--- config.mk ---
export PLATFORM = sky130hd
export DESIGN_NAME = ldfs_bridge
export DESIGN_NICKNAME = d
export VERILOG_FILES = /design/src/ldfs_pkg.sv /design/src/ldfs_bridge.sv /design/src/ldfs_serirq.sv
export SDC_FILE = /design/constraint.sdc
export NUM_CORES = 1
export LEC_CHECK = 0
export BUFFER_PORTS_ARGS = -buffer_cell sky130_fd_sc_hd__clkbuf_2
export CAP_MARGIN = 40
export CORE_MARGIN = 4
export CORE_UTILIZATION = 30
export CTS_BUF_LIST = sky130_fd_sc_hd__clkbuf_8
export DETAILED_ROUTE_END_ITERATION = 10
export PLACE_DENSITY = 0.5
export SLEW_MARGIN = 20
export SYNTH_ARGS = -nofsm -noshare
export SYNTH_HDL_FRONTEND = slang
export SYNTH_SLANG_ARGS = --single-unit
--- constraint.sdc ---
create_clock -name sys_clk_i -period 10.2 [get_ports sys_clk_i]
set_clock_uncertainty 0.05 [all_clocks]
set_input_delay 0.51 -clock sys_clk_i [delete_from_list [all_inputs] [get_ports sys_clk_i]]
set_output_delay 0.51 -clock sys_clk_i [all_outputs]
set_load 0.005 [all_outputs]
--- src/ldfs_pkg.sv ---
// package: constants and carriers for legacy dma forwarding and serial irq
// Behaviour
// - one master keeps each slave's base address
// - legacy dma i/o accesses get pci retry
// - after retry, arbitrate and forward to slave
// - only existing pci signalling, no sideband wires
// - one shared serial interrupt wire
// - sixteen legacy irqs plus inta to intd
package ldfs_pkg;
    // ------------------------------------------------------------
    // widths and counts
    // ------------------------------------------------------------
    localparam int unsigned NUM_CH = 8;
    localparam int unsigned CH_W = 3;
    localparam int unsigned ADDR_W = 32;
    localparam int unsigned DATA_W = 32;
    localparam int unsigned NUM_IRQ = 16;
    localparam int unsigned NUM_PIRQ = 4;
    localparam int unsigned NUM_FRAMES = 20;
    localparam int unsigned FRAME_W = 5;
    localparam int unsigned SLOT_W = 2;
    localparam logic [SLOT_W-1:0] SLOT_LAST = 2'h2;
    localparam logic [FRAME_W-1:0] FRAME_LAST = 5'h13;
    // ------------------------------------------------------------
    // legacy dma i/o decode (channel 0-3 block, channel 4-7 block)
    // ------------------------------------------------------------
    localparam logic [ADDR_W-1:0] LO_BASE = 32'h0000_0000;
    localparam logic [ADDR_W-1:0] LO_TOP = 32'h0000_000f;
    localparam logic [ADDR_W-1:0] HI_BASE = 32'h0000_00c0;
    localparam logic [ADDR_W-1:0] HI_TOP = 32'h0000_00df;
    localparam logic [ADDR_W-1:0] LO_CH_MASK = 32'h0000_000f;
    localparam logic [ADDR_W-1:0] HI_CH_MASK = 32'h0000_001f;
    localparam logic [ADDR_W-1:0] BASE_RST = 32'h0000_0000;
    // ------------------------------------------------------------
    // carriers
    // ------------------------------------------------------------
    typedef struct packed {
        logic [ADDR_W-1:0] addr;
        logic [DATA_W-1:0] wdata;
        logic [3:0] be;
        logic write;
    } ldfs_req_t;
    typedef struct packed {
        logic [DATA_W-1:0] rdata;
        logic error;
    } ldfs_rsp_t;
endpackage

--- src/ldfs_bridge.sv ---
// legacy dma forwarding master with serial interrupt driver
`timescale 1ns/1ps
`default_nettype none
module ldfs_bridge #(
    parameter int unsigned NCH = ldfs_pkg::NUM_CH
) (
    // clock and reset
    input wire logic sys_clk_i,
    input wire logic rst_n_i,
    // target side: initiator access to legacy dma i/o
    input wire logic tgt_valid_i,
    input wire ldfs_pkg::ldfs_req_t tgt_req_i,
    output logic tgt_done_o,
    output logic tgt_retry_o,
    output logic tgt_pass_o,
    output ldfs_pkg::ldfs_rsp_t tgt_rsp_o,
    // slave base table load
    input wire logic base_we_i,
    input wire logic [ldfs_pkg::CH_W-1:0] base_ch_i,
    input wire logic [ldfs_pkg::ADDR_W-1:0] base_addr_i,
    // arbitration
    output logic bus_req_o,
    input wire logic bus_gnt_i,
    // master side: forwarded i/o cycle
    output logic mst_valid_o,
    output ldfs_pkg::ldfs_req_t mst_req_o,
    input wire logic mst_done_i,
    input wire ldfs_pkg::ldfs_rsp_t mst_rsp_i,
    // interrupt sources and serial wire
    input wire logic [ldfs_pkg::NUM_IRQ-1:0] irq_i,
    input wire logic [ldfs_pkg::NUM_PIRQ-1:0] pirq_n_i,
    input wire logic serirq_i,
    output logic serirq_o,
    output logic serirq_oe_o
);
    // ------------------------------------------------------------
    // slave base table
    // ------------------------------------------------------------
    typedef enum logic [2:0] {
        S_IDLE, S_ARB, S_FWD, S_HOLD
    } ldfs_state_t;

    ldfs_state_t state;
    logic [ldfs_pkg::ADDR_W-1:0] base_tab [NCH];
    ldfs_pkg::ldfs_req_t pend;
    ldfs_pkg::ldfs_rsp_t result;
    logic hit_lo;
    logic hit_hi;
    logic hit;
    logic same;
    logic [ldfs_pkg::CH_W-1:0] ch;
    logic [ldfs_pkg::ADDR_W-1:0] offs;
    // channel and offset frozen with the pending access
    logic [ldfs_pkg::CH_W-1:0] pend_ch;
    logic [ldfs_pkg::ADDR_W-1:0] pend_offs;

    // one master keeps a base per slave channel
    always_ff @(posedge sys_clk_i) begin
        if (!rst_n_i) begin
            for (int i = 0; i < NCH; i++) begin
                base_tab[i] <= ldfs_pkg::BASE_RST;
            end
        end else if (base_we_i) begin
            base_tab[base_ch_i] <= base_addr_i;
        end
    end

    // ------------------------------------------------------------
    // decode
    // ------------------------------------------------------------
    assign hit_lo = tgt_req_i.addr <= ldfs_pkg::LO_TOP;
    assign hit_hi = tgt_req_i.addr >= ldfs_pkg::HI_BASE
                 && tgt_req_i.addr <= ldfs_pkg::HI_TOP;
    assign hit = tgt_valid_i && (hit_lo || hit_hi);
    // channel 4 block uses word-spaced ports; low block is shared
    assign ch = hit_hi ? 3'h4 : 3'h0;
    assign offs = hit_hi
        ? (tgt_req_i.addr - ldfs_pkg::HI_BASE) & ldfs_pkg::HI_CH_MASK
        : (tgt_req_i.addr - ldfs_pkg::LO_BASE) & ldfs_pkg::LO_CH_MASK;
    assign same = tgt_req_i == pend;

    // ------------------------------------------------------------
    // forwarding sequence
    // ------------------------------------------------------------
    always_ff @(posedge sys_clk_i) begin
        if (!rst_n_i) begin
            state <= S_IDLE;
            pend <= '0;
            pend_ch <= '0;
            pend_offs <= '0;
            result <= '0;
        end else begin
            case (state)
                S_IDLE: begin
                    if (hit) begin
                        pend <= tgt_req_i;
                        pend_ch <= ch;
                        pend_offs <= offs;
                        state <= S_ARB;
                    end
                end
                S_ARB: begin
                    if (bus_gnt_i) begin
                        state <= S_FWD;
                    end
                end
                S_FWD: begin
                    if (mst_done_i) begin
                        result <= mst_rsp_i;
                        state <= S_HOLD;
                    end
                end
                S_HOLD: begin
                    if (hit && same) begin
                        state <= S_IDLE;
                    end
                end
                default: state <= S_IDLE;
            endcase
        end
    end

    // target answers, all registered
    always_ff @(posedge sys_clk_i) begin
        if (!rst_n_i) begin
            tgt_done_o <= 1'b0;
            tgt_retry_o <= 1'b0;
            tgt_pass_o <= 1'b0;
            tgt_rsp_o <= '0;
        end else begin
            tgt_done_o <= hit && state == S_HOLD && same;
            tgt_retry_o <= hit && !(state == S_HOLD && same);
            tgt_pass_o <= tgt_valid_i && !hit;
            tgt_rsp_o <= result;
        end
    end

    // forwarded cycle: plain pci i/o to slave base, no sideband
    always_ff @(posedge sys_clk_i) begin
        if (!rst_n_i) begin
            bus_req_o <= 1'b0;
            mst_valid_o <= 1'b0;
            mst_req_o <= '0;
        end else begin
            bus_req_o <= state == S_ARB && !bus_gnt_i;
            // valid stands until the slave finishes; a pulse would hang
            if (state == S_ARB && bus_gnt_i) begin
                mst_valid_o <= 1'b1;
                mst_req_o <= pend;
                mst_req_o.addr <= base_tab[pend_ch] + pend_offs;
            end else if (mst_done_i) begin
                mst_valid_o <= 1'b0;
            end
        end
    end

    // ------------------------------------------------------------
    // serial interrupt frames
    // ------------------------------------------------------------
    ldfs_serirq #(
        .NIRQ(ldfs_pkg::NUM_IRQ)
    ) u_serirq (
        .sys_clk_i(sys_clk_i),
        .rst_n_i(rst_n_i),
        .irq_i(irq_i),
        .pirq_n_i(pirq_n_i),
        .serirq_i(serirq_i),
        .serirq_o(serirq_o),
        .serirq_oe_o(serirq_oe_o)
    );
endmodule
`default_nettype wire

--- src/ldfs_serirq.sv ---
// serial interrupt frame driver on one shared wire
`timescale 1ns/1ps
`default_nettype none
module ldfs_serirq #(
    parameter int unsigned NIRQ = ldfs_pkg::NUM_IRQ
) (
    // clock and reset
    input wire logic sys_clk_i,
    input wire logic rst_n_i,
    // interrupt sources
    input wire logic [NIRQ-1:0] irq_i,
    input wire logic [ldfs_pkg::NUM_PIRQ-1:0] pirq_n_i,
    // shared serial wire
    input wire logic serirq_i,
    output logic serirq_o,
    output logic serirq_oe_o
);
    // ------------------------------------------------------------
    // continuous frame: 3 clocks per source frame, 20 frames then wrap, no start slot
    // ------------------------------------------------------------
    logic [ldfs_pkg::FRAME_W-1:0] frame;
    logic [ldfs_pkg::SLOT_W-1:0] slot;
    logic [ldfs_pkg::NUM_FRAMES-1:0] req;
    logic unused_in;

    // legacy irqs then inta..intd in one frame sequence
    assign req = {~pirq_n_i, irq_i};
    assign unused_in = serirq_i;

    always_ff @(posedge sys_clk_i) begin
        if (!rst_n_i) begin
            slot <= '0;
            frame <= '0;
        end else if (slot == ldfs_pkg::SLOT_LAST) begin
            slot <= '0;
            frame <= (frame == ldfs_pkg::FRAME_LAST) ? '0
                   : frame + 5'h01;
        end else begin
            slot <= slot + 2'h1;
        end
    end

    // low in first slot of an active frame, then drive high once
    always_ff @(posedge sys_clk_i) begin
        if (!rst_n_i) begin
            serirq_o <= 1'b1;
            serirq_oe_o <= 1'b0;
        end else begin
            serirq_o <= !(slot == '0 && req[frame]);
            serirq_oe_o <= (slot != ldfs_pkg::SLOT_LAST) && req[frame];
        end
    end
endmodule
`default_nettype wire

Yosys cells after proc, flatten, opt, wreduce, memory -nomap -nowiden:

Memory sizes are Yosys's and may differ from the RTL's. A register that Yosys moved wholly into a read port is not among the register bits.
Cells that the tools add are included.

* $add $sub $neg: 4
* $lt $le $gt $ge: 4
* eq/ne operators: 11
* muxes and demuxes: 21
* bitwise gates (word level): 2
* reduce and logical (&&, ||, !) cells: 25

Operators with widths (count)
* 69-bit equality test: 1
* 32-bit adder: 1
* 32-bit by 8-bit >= comparator with 1-bit output, second input constant: 1
* 32-bit by 4-bit <= comparator with 1-bit output, second input constant: 1
* 32-bit by 8-bit <= comparator with 1-bit output, second input constant: 1
* 32-bit 2-to-1 mux: 1
* 32-bit OR reduction: 1
* 3-bit 2-to-1 mux: 8
* 1-bit logical AND: 12
* 3-bit case mux with 4 select lines: 1
* 5-bit 2-to-1 mux: 2
* 2-bit inequality test, second input constant: 5
* 1-bit 2-to-1 mux: 8
* 3-bit by 2-bit equality test with 1-bit output, second input constant: 2
* 5-bit by 6-bit less-than comparator with 1-bit output, second input constant: 1
* 5-bit by 1-bit adder with 5-bit output, second input constant: 1
* 1-bit binary-select mux with 5-bit select: 1
* 5-bit equality test, second input constant: 1
* 5-bit by 1-bit subtractor with 5-bit output, second input constant: 1
* 1-bit logical NOT: 4
* 4-bit NOT: 1
* 2-bit AND reduction: 2
* 4-bit AND reduction: 1
* 3-bit by 1-bit equality test with 1-bit output, second input constant: 1
* 8 further kinds: 8

* flip-flop bits (word level): 256
* RAM bits: 256
* input port bits: 164
* output and inout bits: 109
* memories: 1

Memory list
* base_tab: words 8, bits a word 32, read ports 1, clocked after Yosys merged registers in 1, write ports 8, line ldfs_bridge.sv:44 `logic [ldfs_pkg::ADDR_W-1:0] base_tab [NCH];`

Depth between registers and ports, before layout:

Gate-level depths: netlist of the first run.

* depth in word-level cells: 7
* depth in mapped cells: 15
* mapped depth without buffers: 11

Modules after synthesis:

A second synthesis of the first run with hierarchy kept.

* cell total of the unflattened synthesis: 1261
* area, all modules: 12001.5 um^2

By module, submodules not included
* ldfs_bridge: times used 1, cells each 1200, area each 11408.4 um^2, seq. area each 6206.0 um^2
* ldfs_serirq: times used 1, cells each 61, area each 593.1 um^2, seq. area each 180.2 um^2

Worst setup path after synthesis of the first run:

Ideal clock, no wire load.

* path type: register -> register
* start point: register (tool-made name)
* end point: register mst_req_o[65] (netlist name)
* setup time: 0.127 ns
* arrival: 3.107 ns
* slack: 6.916 ns
* stages on the path, launching flop included: 16
* buffers on the path: 4
* path through: dfxtp_1 -> buf_6 -> buf_6 -> buf_2 -> buf_2 -> mux2_2 -> ha_1 -> inv_1 -> fa_1 -> nor2b_1 -> o21ai_0 -> a21boi_1 -> o2111ai_2 -> nor4_2 -> xor2_1 -> o21ai_1

RTL lines
* end signal, assigned: line ldfs_bridge.sv:149 `mst_req_o <= pend;`
* end, declared: line ldfs_bridge.sv:26 `output ldfs_pkg::ldfs_req_t mst_req_o,`

==> results of run 1 <==
registers in the layout, summed over array words and instances (netlist names), 2 cells and up, named ones only:
register / flops
mst_req_o: 69
pend: 69
base_tab: 64
result: 33
tgt_rsp_o: 33
u_serirq.frame: 5
state: 2
u_serirq.slot: 2
layout make-up:
class / count / area share
Clock buffer: 60 / 0.0540
Clock inverter: 34 / 0.0126
Inverter: 13 / 0.00319
Multi-Input combinational cell: 877 / 0.364
Sequential cell: 287 / 0.417
Tap cell: 525 / 0.0429
Timing Repair Buffer: 295 / 0.106
per-layer routing:
layer,vias up,share of wire,GRT usage
met1,4369,0.47,0.207
met4,0,0.024,0.0548
met2,235,0.45,0.234
met5,-,0,0
met3,54,0.060,0.0316
li1,4813,-,-
worst max-delay path: cells and delay by family (launching register included):
kind,cells,cell delay (ns)
XOR/XNOR,1,0.20
AND/OR/NAND/NOR,1,0.16
buffers and inverters,2,0.61
adder cells (fa/ha/maj),2,0.55
AO/OA/AOI/OAI,5,1.30
flip-flops,1,0.32
multiplexers,1,0.29
cell families (layout without fill, tap and decap cells):
logic type	Yosys count	count (layout)	share of synthesized area
buf+inv	89	402	0.0306
flops	287	287	0.519
xor+xnor	88	88	0.0626
compound gates	198	198	0.117
simple gates	542	542	0.221
fa+ha+maj	13	13	0.0138
mux	36	36	0.0361
report_power, final:
part           leakage (nW)  internal, mW  switching, mW
Combinational          3.01        0.0659         0.0681
Clock                 0.610         0.565          0.489
Sequential             2.41          1.18         0.0116
synth_stat cells (5+ instances only):
| cell | number | area, um2 |
|---|---|---|
| sky130_fd_sc_hd__o21ai_1 | 16 | 80.1 |
| sky130_fd_sc_hd__nor2b_1 | 11 | 68.8 |
| sky130_fd_sc_hd__nand4_1 | 20 | 125 |
| sky130_fd_sc_hd__o21ai_0 | 15 | 75.1 |
| sky130_fd_sc_hd__and3_1 | 26 | 163 |
| sky130_fd_sc_hd__a21boi_0 | 74 | 556 |
| sky130_fd_sc_hd__ha_1 | 12 | 150 |
| sky130_fd_sc_hd__clkbuf_1 | 61 | 229 |
| sky130_fd_sc_hd__nor2_1 | 13 | 48.8 |
| sky130_fd_sc_hd__mux4_2 | 6 | 135 |
| sky130_fd_sc_hd__a21oi_1 | 18 | 90.1 |
| sky130_fd_sc_hd__mux2i_1 | 23 | 230 |
| sky130_fd_sc_hd__nand3_1 | 39 | 195 |
| sky130_fd_sc_hd__buf_4 | 5 | 37.5 |
| sky130_fd_sc_hd__and2_1 | 113 | 707 |
| sky130_fd_sc_hd__edfxtp_1 | 64 | 1920 |
| sky130_fd_sc_hd__nor3_1 | 10 | 50.1 |
| sky130_fd_sc_hd__xor2_1 | 14 | 123 |
| sky130_fd_sc_hd__nand2_1 | 265 | 995 |
| sky130_fd_sc_hd__a21boi_1 | 48 | 360 |
| sky130_fd_sc_hd__xnor2_1 | 74 | 648 |
| sky130_fd_sc_hd__dfxtp_1 | 223 | 4460 |
| sky130_fd_sc_hd__nor4_1 | 13 | 81.3 |
| sky130_fd_sc_hd__nand3b_1 | 6 | 45.0 |
| sky130_fd_sc_hd__mux2_2 | 7 | 78.8 |
| sky130_fd_sc_hd__inv_1 | 13 | 48.8 |
metrics by stage:
step / utilization / setup slack (ns) / hold WS [ns] / instance area [um2] / instances
6_report: 0.381 / 6.54 / 0.0658 / 15300 / 2091
3_5_place_dp: 0.353 / 6.50 / 0.358 / 14200 / 1987
3_3_place_gp: 0.351 / 6.53 / 0.357 / 14100 / 1983
2_1_floorplan: - / 6.92 / 0.346 / 12300 / 1253
4_1_cts: 0.381 / 6.44 / 0.0000129 / 15300 / 2091
5_1_grt: 0.381 / 6.22 / 0.0281 / 15300 / 2091
worst max-delay path by stage:
stage / to / cells after the start / slack [ns] / from
finish: mst_req_o[45] / 12 / 6.54 / flip-flop
global route: mst_req_o[63] / 12 / 6.22 / flip-flop
CTS: mst_req_o[45] / 12 / 6.44 / flip-flop
detailed placement: mst_req_o[45] / 12 / 6.50 / flip-flop
global placement: mst_req_o[48] / 11 / 6.53 / flip-flop
floorplan: mst_req_o[65] / 15 / 6.92 / flip-flop
cell usage in the layout (no fill, tap or decap), types with 12 or more instances in the layout:
| cell | synthesis | routed |
|---|---|---|
| sky130_fd_sc_hd__clkbuf_2 | 0 | 270 |
| sky130_fd_sc_hd__a21boi_0 | 74 | 74 |
| sky130_fd_sc_hd__o21ai_0 | 15 | 15 |
| sky130_fd_sc_hd__nor2_1 | 13 | 13 |
| sky130_fd_sc_hd__ha_1 | 12 | 12 |
| sky130_fd_sc_hd__nand3_1 | 39 | 39 |
| sky130_fd_sc_hd__inv_1 | 13 | 35 |
| sky130_fd_sc_hd__clkbuf_8 | 0 | 60 |
| sky130_fd_sc_hd__edfxtp_1 | 64 | 64 |
| sky130_fd_sc_hd__a21boi_1 | 48 | 48 |
| sky130_fd_sc_hd__a21oi_1 | 18 | 18 |
| sky130_fd_sc_hd__xnor2_1 | 74 | 74 |
| sky130_fd_sc_hd__nand2_1 | 265 | 263 |
| sky130_fd_sc_hd__and2_1 | 113 | 111 |
| sky130_fd_sc_hd__nand4_1 | 20 | 20 |
| sky130_fd_sc_hd__mux2i_1 | 23 | 23 |
| sky130_fd_sc_hd__xor2_1 | 14 | 14 |
| sky130_fd_sc_hd__nor4_1 | 13 | 12 |
| sky130_fd_sc_hd__and3_1 | 26 | 26 |
| sky130_fd_sc_hd__dfxtp_1 | 223 | 222 |
| sky130_fd_sc_hd__o21ai_1 | 16 | 16 |
repair_timing:
| action | CTS | global route |
|---|---|---|
| endpoints found under the hold margin | 10 | 0 |
| hold buffers | 10 | 0 |
| setup buffers | 0 | 0 |
| setup endpoints to repair | 0 | 0 |
==> summary.txt, run 1 <==
Synthesis
  • Warning count from the yosys run: 0
  • Library cells used by synthesis: 66
  • Post-synthesis instance total: 1253
  • Syn Nets: between 1000 and 1500
  • Flop and latch count out of synthesis: 287
  • Post-Synthesis Cell Area: 12300 um2
  • Number of synthesized flops with an enable pin: 64
  • Share of synthesized registers carrying an async set or reset: 0
  • Average instance area after synthesis: 9.82 um2
  • Post-synth top flop: sky130_fd_sc_hd__dfxtp_1
  • Sequential fraction of the synthesis area: 0.519

Clocking
  • Cells resized by post-CTS repair: 0
  • Clock latency on the worst-skew pair: 0.64 ns
  • Maximum buffer depth of the clock tree: 3
  • Max H-tree Level: 2
  • Clock net sink count: 287
  • Clock root buffer: sky130_fd_sc_hd__clkbuf_8
  • CTS tree: yes
  • CTS buffer count: 51
  • Clock slew at reported path FFs: 0.06 ns

Routing
  • Number of detailed-routing iterations run before antenna repair: 5
  • DR WL/cell: 16.4 um
  • DRC: 0
  • Total number of vias: ~9500
  • Iteration-0 DRC count of the detailed router: 481
  • Wirelength, routed: 34200 um
  • Post-route ant nets: 0
  • Mean number of vias per cell: 4.53

Floorplan
  • Die Outline Area: 44300 um2
  • Core box area: 40200 um2
  • Number of rows created at floorplan: 73
  • Initial Utilization: 0.306
  • Die Wd: 211 um
  • I/O pin count: 273
  • Chip Height: 211 um

Timing
  • Setup repair after global routing missed its margin: no
  • Finish-stage setup viols: 0
  • Worst-case headroom to the max-slew limit: 0.488
  • Hold Vio Cnt, Final: 0
  • Worst Tran Pin Value: between 0.7 and 0.8 ns
  • Final Cycle Share: 0.359
  • Final number of max-transition violations: 0
  • Highest clock frequency the design can meet: 273 MHz
  • Clock period minus worst slack: 3.66 ns
  • Total Neg Setup Slack: 0 ns

Placement
  • Input/output buffers: between 200 and 300
  • HPWL after DPL: 23900 um
  • Weighted congestion reported at the end of routability-driven placement: 0.740

Hold path
  • Hold path depth: 3
  • Tightest Hold Check Type: in -> reg
  • Startpoint of the most critical hold path: tgt_req_i[20]
  • Hold Path End: pend[20]

Setup path
  • Depth of the worst register-to-register path: 12
  • Register-to-register setup slack: roughly 6.5 ns
  • Critical-path maximum fanout: slightly below 60
  • Crit path max-delay cell type: sky130_fd_sc_hd__a21boi_1
  • Required arrival time at the worst endpoint: 10.62 ns
  • Critical Path Sink Type: flip-flop
  • Critical path launch point type: flip-flop
  • Endpoint of the worst-slack reg-to-reg timing path: mst_req_o[45]
  • Path type of the worst setup path: reg -> reg
  • Arr. time, crit path: 4.09 ns
  • Cell repeated most along the worst path: sky130_fd_sc_hd__o21ai_0
  • Max stage delay on crit path: between 0.6 and 0.7 ns
  • Series of cell instances along the critical path: buf_4 -> mux2_2 -> ha_1 -> inv_1 -> fa_1 -> nor2b_1 -> o21ai_0 -> a21boi_1 -> o21bai_1 -> a21oi_1 -> xor2_1 -> o21ai_0

Global routing
  • Total congestion overflow after global routing: 0
  • Number of antenna violations at the first check in global routing: 0
  • Pin count of the biggest net entering global routing: 107
  • Number of global-route vias before repair: 9199
  • First-pass GRT wire length: 52900 um
  • Total routing resource utilization after global routing: 0.150

Cells and area
  • Share of final-layout standard cells stronger than drive strength 1: 0.250
  • # diodes: 0
  • Area used by multi-input combinational logic: roughly 5600 um2
  • Number of nets in the final layout: between 1500 and 2000
  • Register area: ~6400 um2
  • Syn-to-layout area delta: 24.3%
  • Filler Cell Count: 4129

Power and ir drop
  • Power per standard cell area: 156 nW/um2
  • Power after layout: 2.38 mW
  • Static leakage: 6.04 nW
  • Maximum vdd drop: about 83 uV

Run status
  • Run status: completed

Run
  • Count of maximum capacitance violations: 0
(Power assumes the default switching activity.)
==> run 2, diff against run 1 <==
Settings changed: PLACE_DENSITY 0.5 to 0.52.
Clock period 10.2 ns to 2.95 ns, I/O delays scaled along.
==> run 2 against run 1 <==
Combinational power rose to 4.4 times the previous value. Fmax grew 30%. First-iteration DRC count grew 21%. Clock power rose to 3.6 times the previous value. Highest routed layer unchanged. Cell count rose by 7.1%. Largest power group unchanged. Hold slack gained 0.053 ns.
==> summary.txt, run 2 (synthesized netlist as in run 1, its figures left out) <==
Run status
  • Run status: completed

Routing
  • Total number of vias: 10200 (+7.3%)
  • Number of detailed-routing iterations run before antenna repair: 4 (-1)
  • Mean number of vias per cell: 4.54 (+0.23%)
  • Wirelength, routed: 36000 um (+5.3%)
  • DRC: 0 (unchanged)
  • Iteration-0 DRC count of the detailed router: 580 (+21%)
  • DR WL/cell: 16.1 um (-1.6%)
  • Post-route ant nets: 0 (unchanged)

Placement
  • Worst setup timing slack at the placement stage: 0.205 ns (-6.30 ns)
  • Input/output buffers: 271 (unchanged)
  • HPWL after DPL: 24500 um (+2.5%)
  • Cell area after placement: 14300 um2 (+0.59%)
  • Weighted congestion reported at the end of routability-driven placement: 0.811 (+9.6%)

Cells and area
  • Share of final-layout standard cells stronger than drive strength 1: 0.236 (-0.0138)
  • Most common cell after layout, fill and taps aside: sky130_fd_sc_hd__clkbuf_2
  • Most frequent cells in the layout: sky130_fd_sc_hd__clkbuf_2 (270), sky130_fd_sc_hd__nand2_1 (263), sky130_fd_sc_hd__dfxtp_1 (222), sky130_fd_sc_hd__dlygate4sd3_1 (145), sky130_fd_sc_hd__and2_1 (111)
  • Syn-to-layout area delta: 36.5%
  • Top flop regs: mst_req_o: 69 flops, pend: 69 flops, base_tab: 64 flops
  • Total non-filler cell area in the finished layout: 16800 um2 (+9.8%)
  • Number of nets in the final layout: 1847 (+8.5%)

Timing
  • Worst Tran Pin Value: 0.713 ns (-0.0522 ns)
  • Finish-stage setup viols: 0 (unchanged)
  • Final number of max-transition violations: 0 (unchanged)
  • Total Neg Setup Slack: 0 ns (unchanged)
  • Hold Vio Cnt, Final: 0 (unchanged)
  • Clock period minus worst slack: 2.82 ns (-0.844 ns)
  • Final Cycle Share: 0.956 (+0.597)
  • Post-route setup slack: 0.129 ns (-6.41 ns)
  • Worst-case headroom to the max-slew limit: 0.524 (+0.0360)
  • Highest clock frequency the design can meet: 355 MHz (+30%)

Clocking
  • # Post-CTS Setup Buffers: 0 (unchanged)
  • Max H-tree Level: 2 (unchanged)
  • CTS buffer count: 53 (+3.9%)
  • Clock latency on the worst-skew pair: 0.61 ns (-0.03 ns)
  • Clock root buffer: sky130_fd_sc_hd__clkbuf_8
  • CTS tree: yes
  • Clock slew at reported path FFs: 0.06 ns (about the same)
  • Clock net sink count: 287 (unchanged)
  • Maximum buffer depth of the clock tree: 3 (unchanged)

Setup path
  • Reg-to-reg critical path startpoint: pend[63]
  • Critical path startpoint: pend[63]
  • Depth of the worst register-to-register path: 9 (-3)
  • Path type of the worst setup path: reg -> reg
  • Endpoint of the worst-slack reg-to-reg timing path: state[0]
  • Arr. time, crit path: 3.30 ns (-0.79 ns)
  • Critical-path maximum fanout: 3 (-95%)
  • Register-to-register setup slack: 0.13 ns (-6.41 ns)
  • Critical path launch point type: flip-flop
  • Required arrival time at the worst endpoint: 3.43 ns (-7.19 ns)
  • Capture point of the worst path: state[0]
  • Critical Path Sink Type: flip-flop

Floorplan
  • Chip Height: 211 um (unchanged)
  • Die Outline Area: 44300 um2 (unchanged)
  • Core box area: 40200 um2 (unchanged)
  • I/O pin count: 273 (unchanged)
  • Number of rows created at floorplan: 73 (unchanged)
  • Initial Utilization: 0.306 (unchanged)
  • Die Wd: 211 um (unchanged)

Global routing
  • Total congestion overflow after global routing: 0 (unchanged)
  • Total routing resource utilization after global routing: 0.157 (+0.00723)
  • Number of global-route vias before repair: 10100 (+9.4%)
  • Number of antenna violations at the first check in global routing: 1 (+1)
  • First-pass GRT wire length: 55800 um (+5.5%)
  • Pin count of the biggest net entering global routing: 161 (+50%)

Power and ir drop
  • Maximum vdd drop: 260 uV (+210%)
  • Power after layout: 8.51 mW (+260%)
  • Static leakage: 6.74 nW (+12%)
  • Power per standard cell area: 506 nW/um2 (+230%)

Hold path
  • Tightest Hold Check Type: in -> reg

Run
  • Count of maximum capacitance violations: 0 (unchanged)
-- run 2: cell types whose count changed in the layout (fill, tap and decap cells not counted), moves of 2 or more --
cell	previous run	this run
sky130_fd_sc_hd__clkinv_2	7	3
sky130_fd_sc_hd__dlygate4sd3_1	10	145
sky130_fd_sc_hd__buf_4	11	18
sky130_fd_sc_hd__buf_16	2	0
sky130_fd_sc_hd__buf_12	1	4
sky130_fd_sc_hd__clkbuf_8	60	63
sky130_fd_sc_hd__inv_1	35	39
-- run 2: layout make-up --
| class | count | area, um2 |
|---|---|---|
| antenna | 1 | 2.50 |
| clock buffer | 63 | 867 |
| clock inverter | 35 | 200 |
| fill | 4095 | 23400 |
| inverter | 13 | 48.8 |
| multi-input combinational | 877 | 5610 |
| sequential | 287 | 6390 |
| tap | 525 | 657 |
| timing repair buffer | 438 | 3030 |
-- run 2: worst min-delay path by stage --
stage,from,end,slack [ns],depth (start not counted)
after floorplan,tgt_valid_i,tgt_pass_o,0.22,2
final,tgt_req_i[49],tgt_done_o,0.12,6
after detailed placement,mst_rsp_i[1],result[1],0.34,3
after global routing,tgt_req_i[49],tgt_done_o,0.09,6
after CTS,tgt_req_i[48],tgt_done_o,0.04,6
after global placement,tgt_valid_i,tgt_pass_o,0.33,3
-- run 2: critical path: stages (launching register included) --
cell                            delay, ns
sky130_fd_sc_hd__dfxtp_1             0.31
sky130_fd_sc_hd__xnor2_1             0.15
sky130_fd_sc_hd__nand2_1             0.07
sky130_fd_sc_hd__dlygate4sd3_1       0.57
sky130_fd_sc_hd__nor4_2              0.29
sky130_fd_sc_hd__dlygate4sd3_1       0.58
sky130_fd_sc_hd__nand3_1             0.16
sky130_fd_sc_hd__nor3_2              0.22
sky130_fd_sc_hd__a31o_2              0.16
sky130_fd_sc_hd__mux2i_1             0.18
-- run 2: report_power, final --
group	internal (mW)	switching [mW]	leakage (nW)
combinational	0.329	0.266	3.69
sequential	4.09	0.0429	2.41
clock	2.11	1.67	0.645
-- run 2: repair_timing --
item / CTS / global route
gates resized for setup: 0 / 2
hold endpoints to repair: 171 / 0
setup endpoints to repair: 0 / 2
hold buffers: 145 / 0
-- run 2: stage by stage --
step	util	instances	hold slack (ns)
finish	0.418	2239	0.119
global route	0.418	2238	0.0873
CTS	0.418	2238	0.0365
detailed placement	0.355	1995	0.341
global placement	0.355	1995	0.333
floorplan	-	1253	0.220
-- run 2: layer usage --
layer  global-route usage  wire length, um  vias up  share of wire
li1                     -                -     5097              -
met1                0.216            16900     4756           0.47
met2                0.247            16300      259           0.45
met3               0.0347             2000       53          0.055
met4               0.0528              784        0          0.022
met5                    0                0        -              0
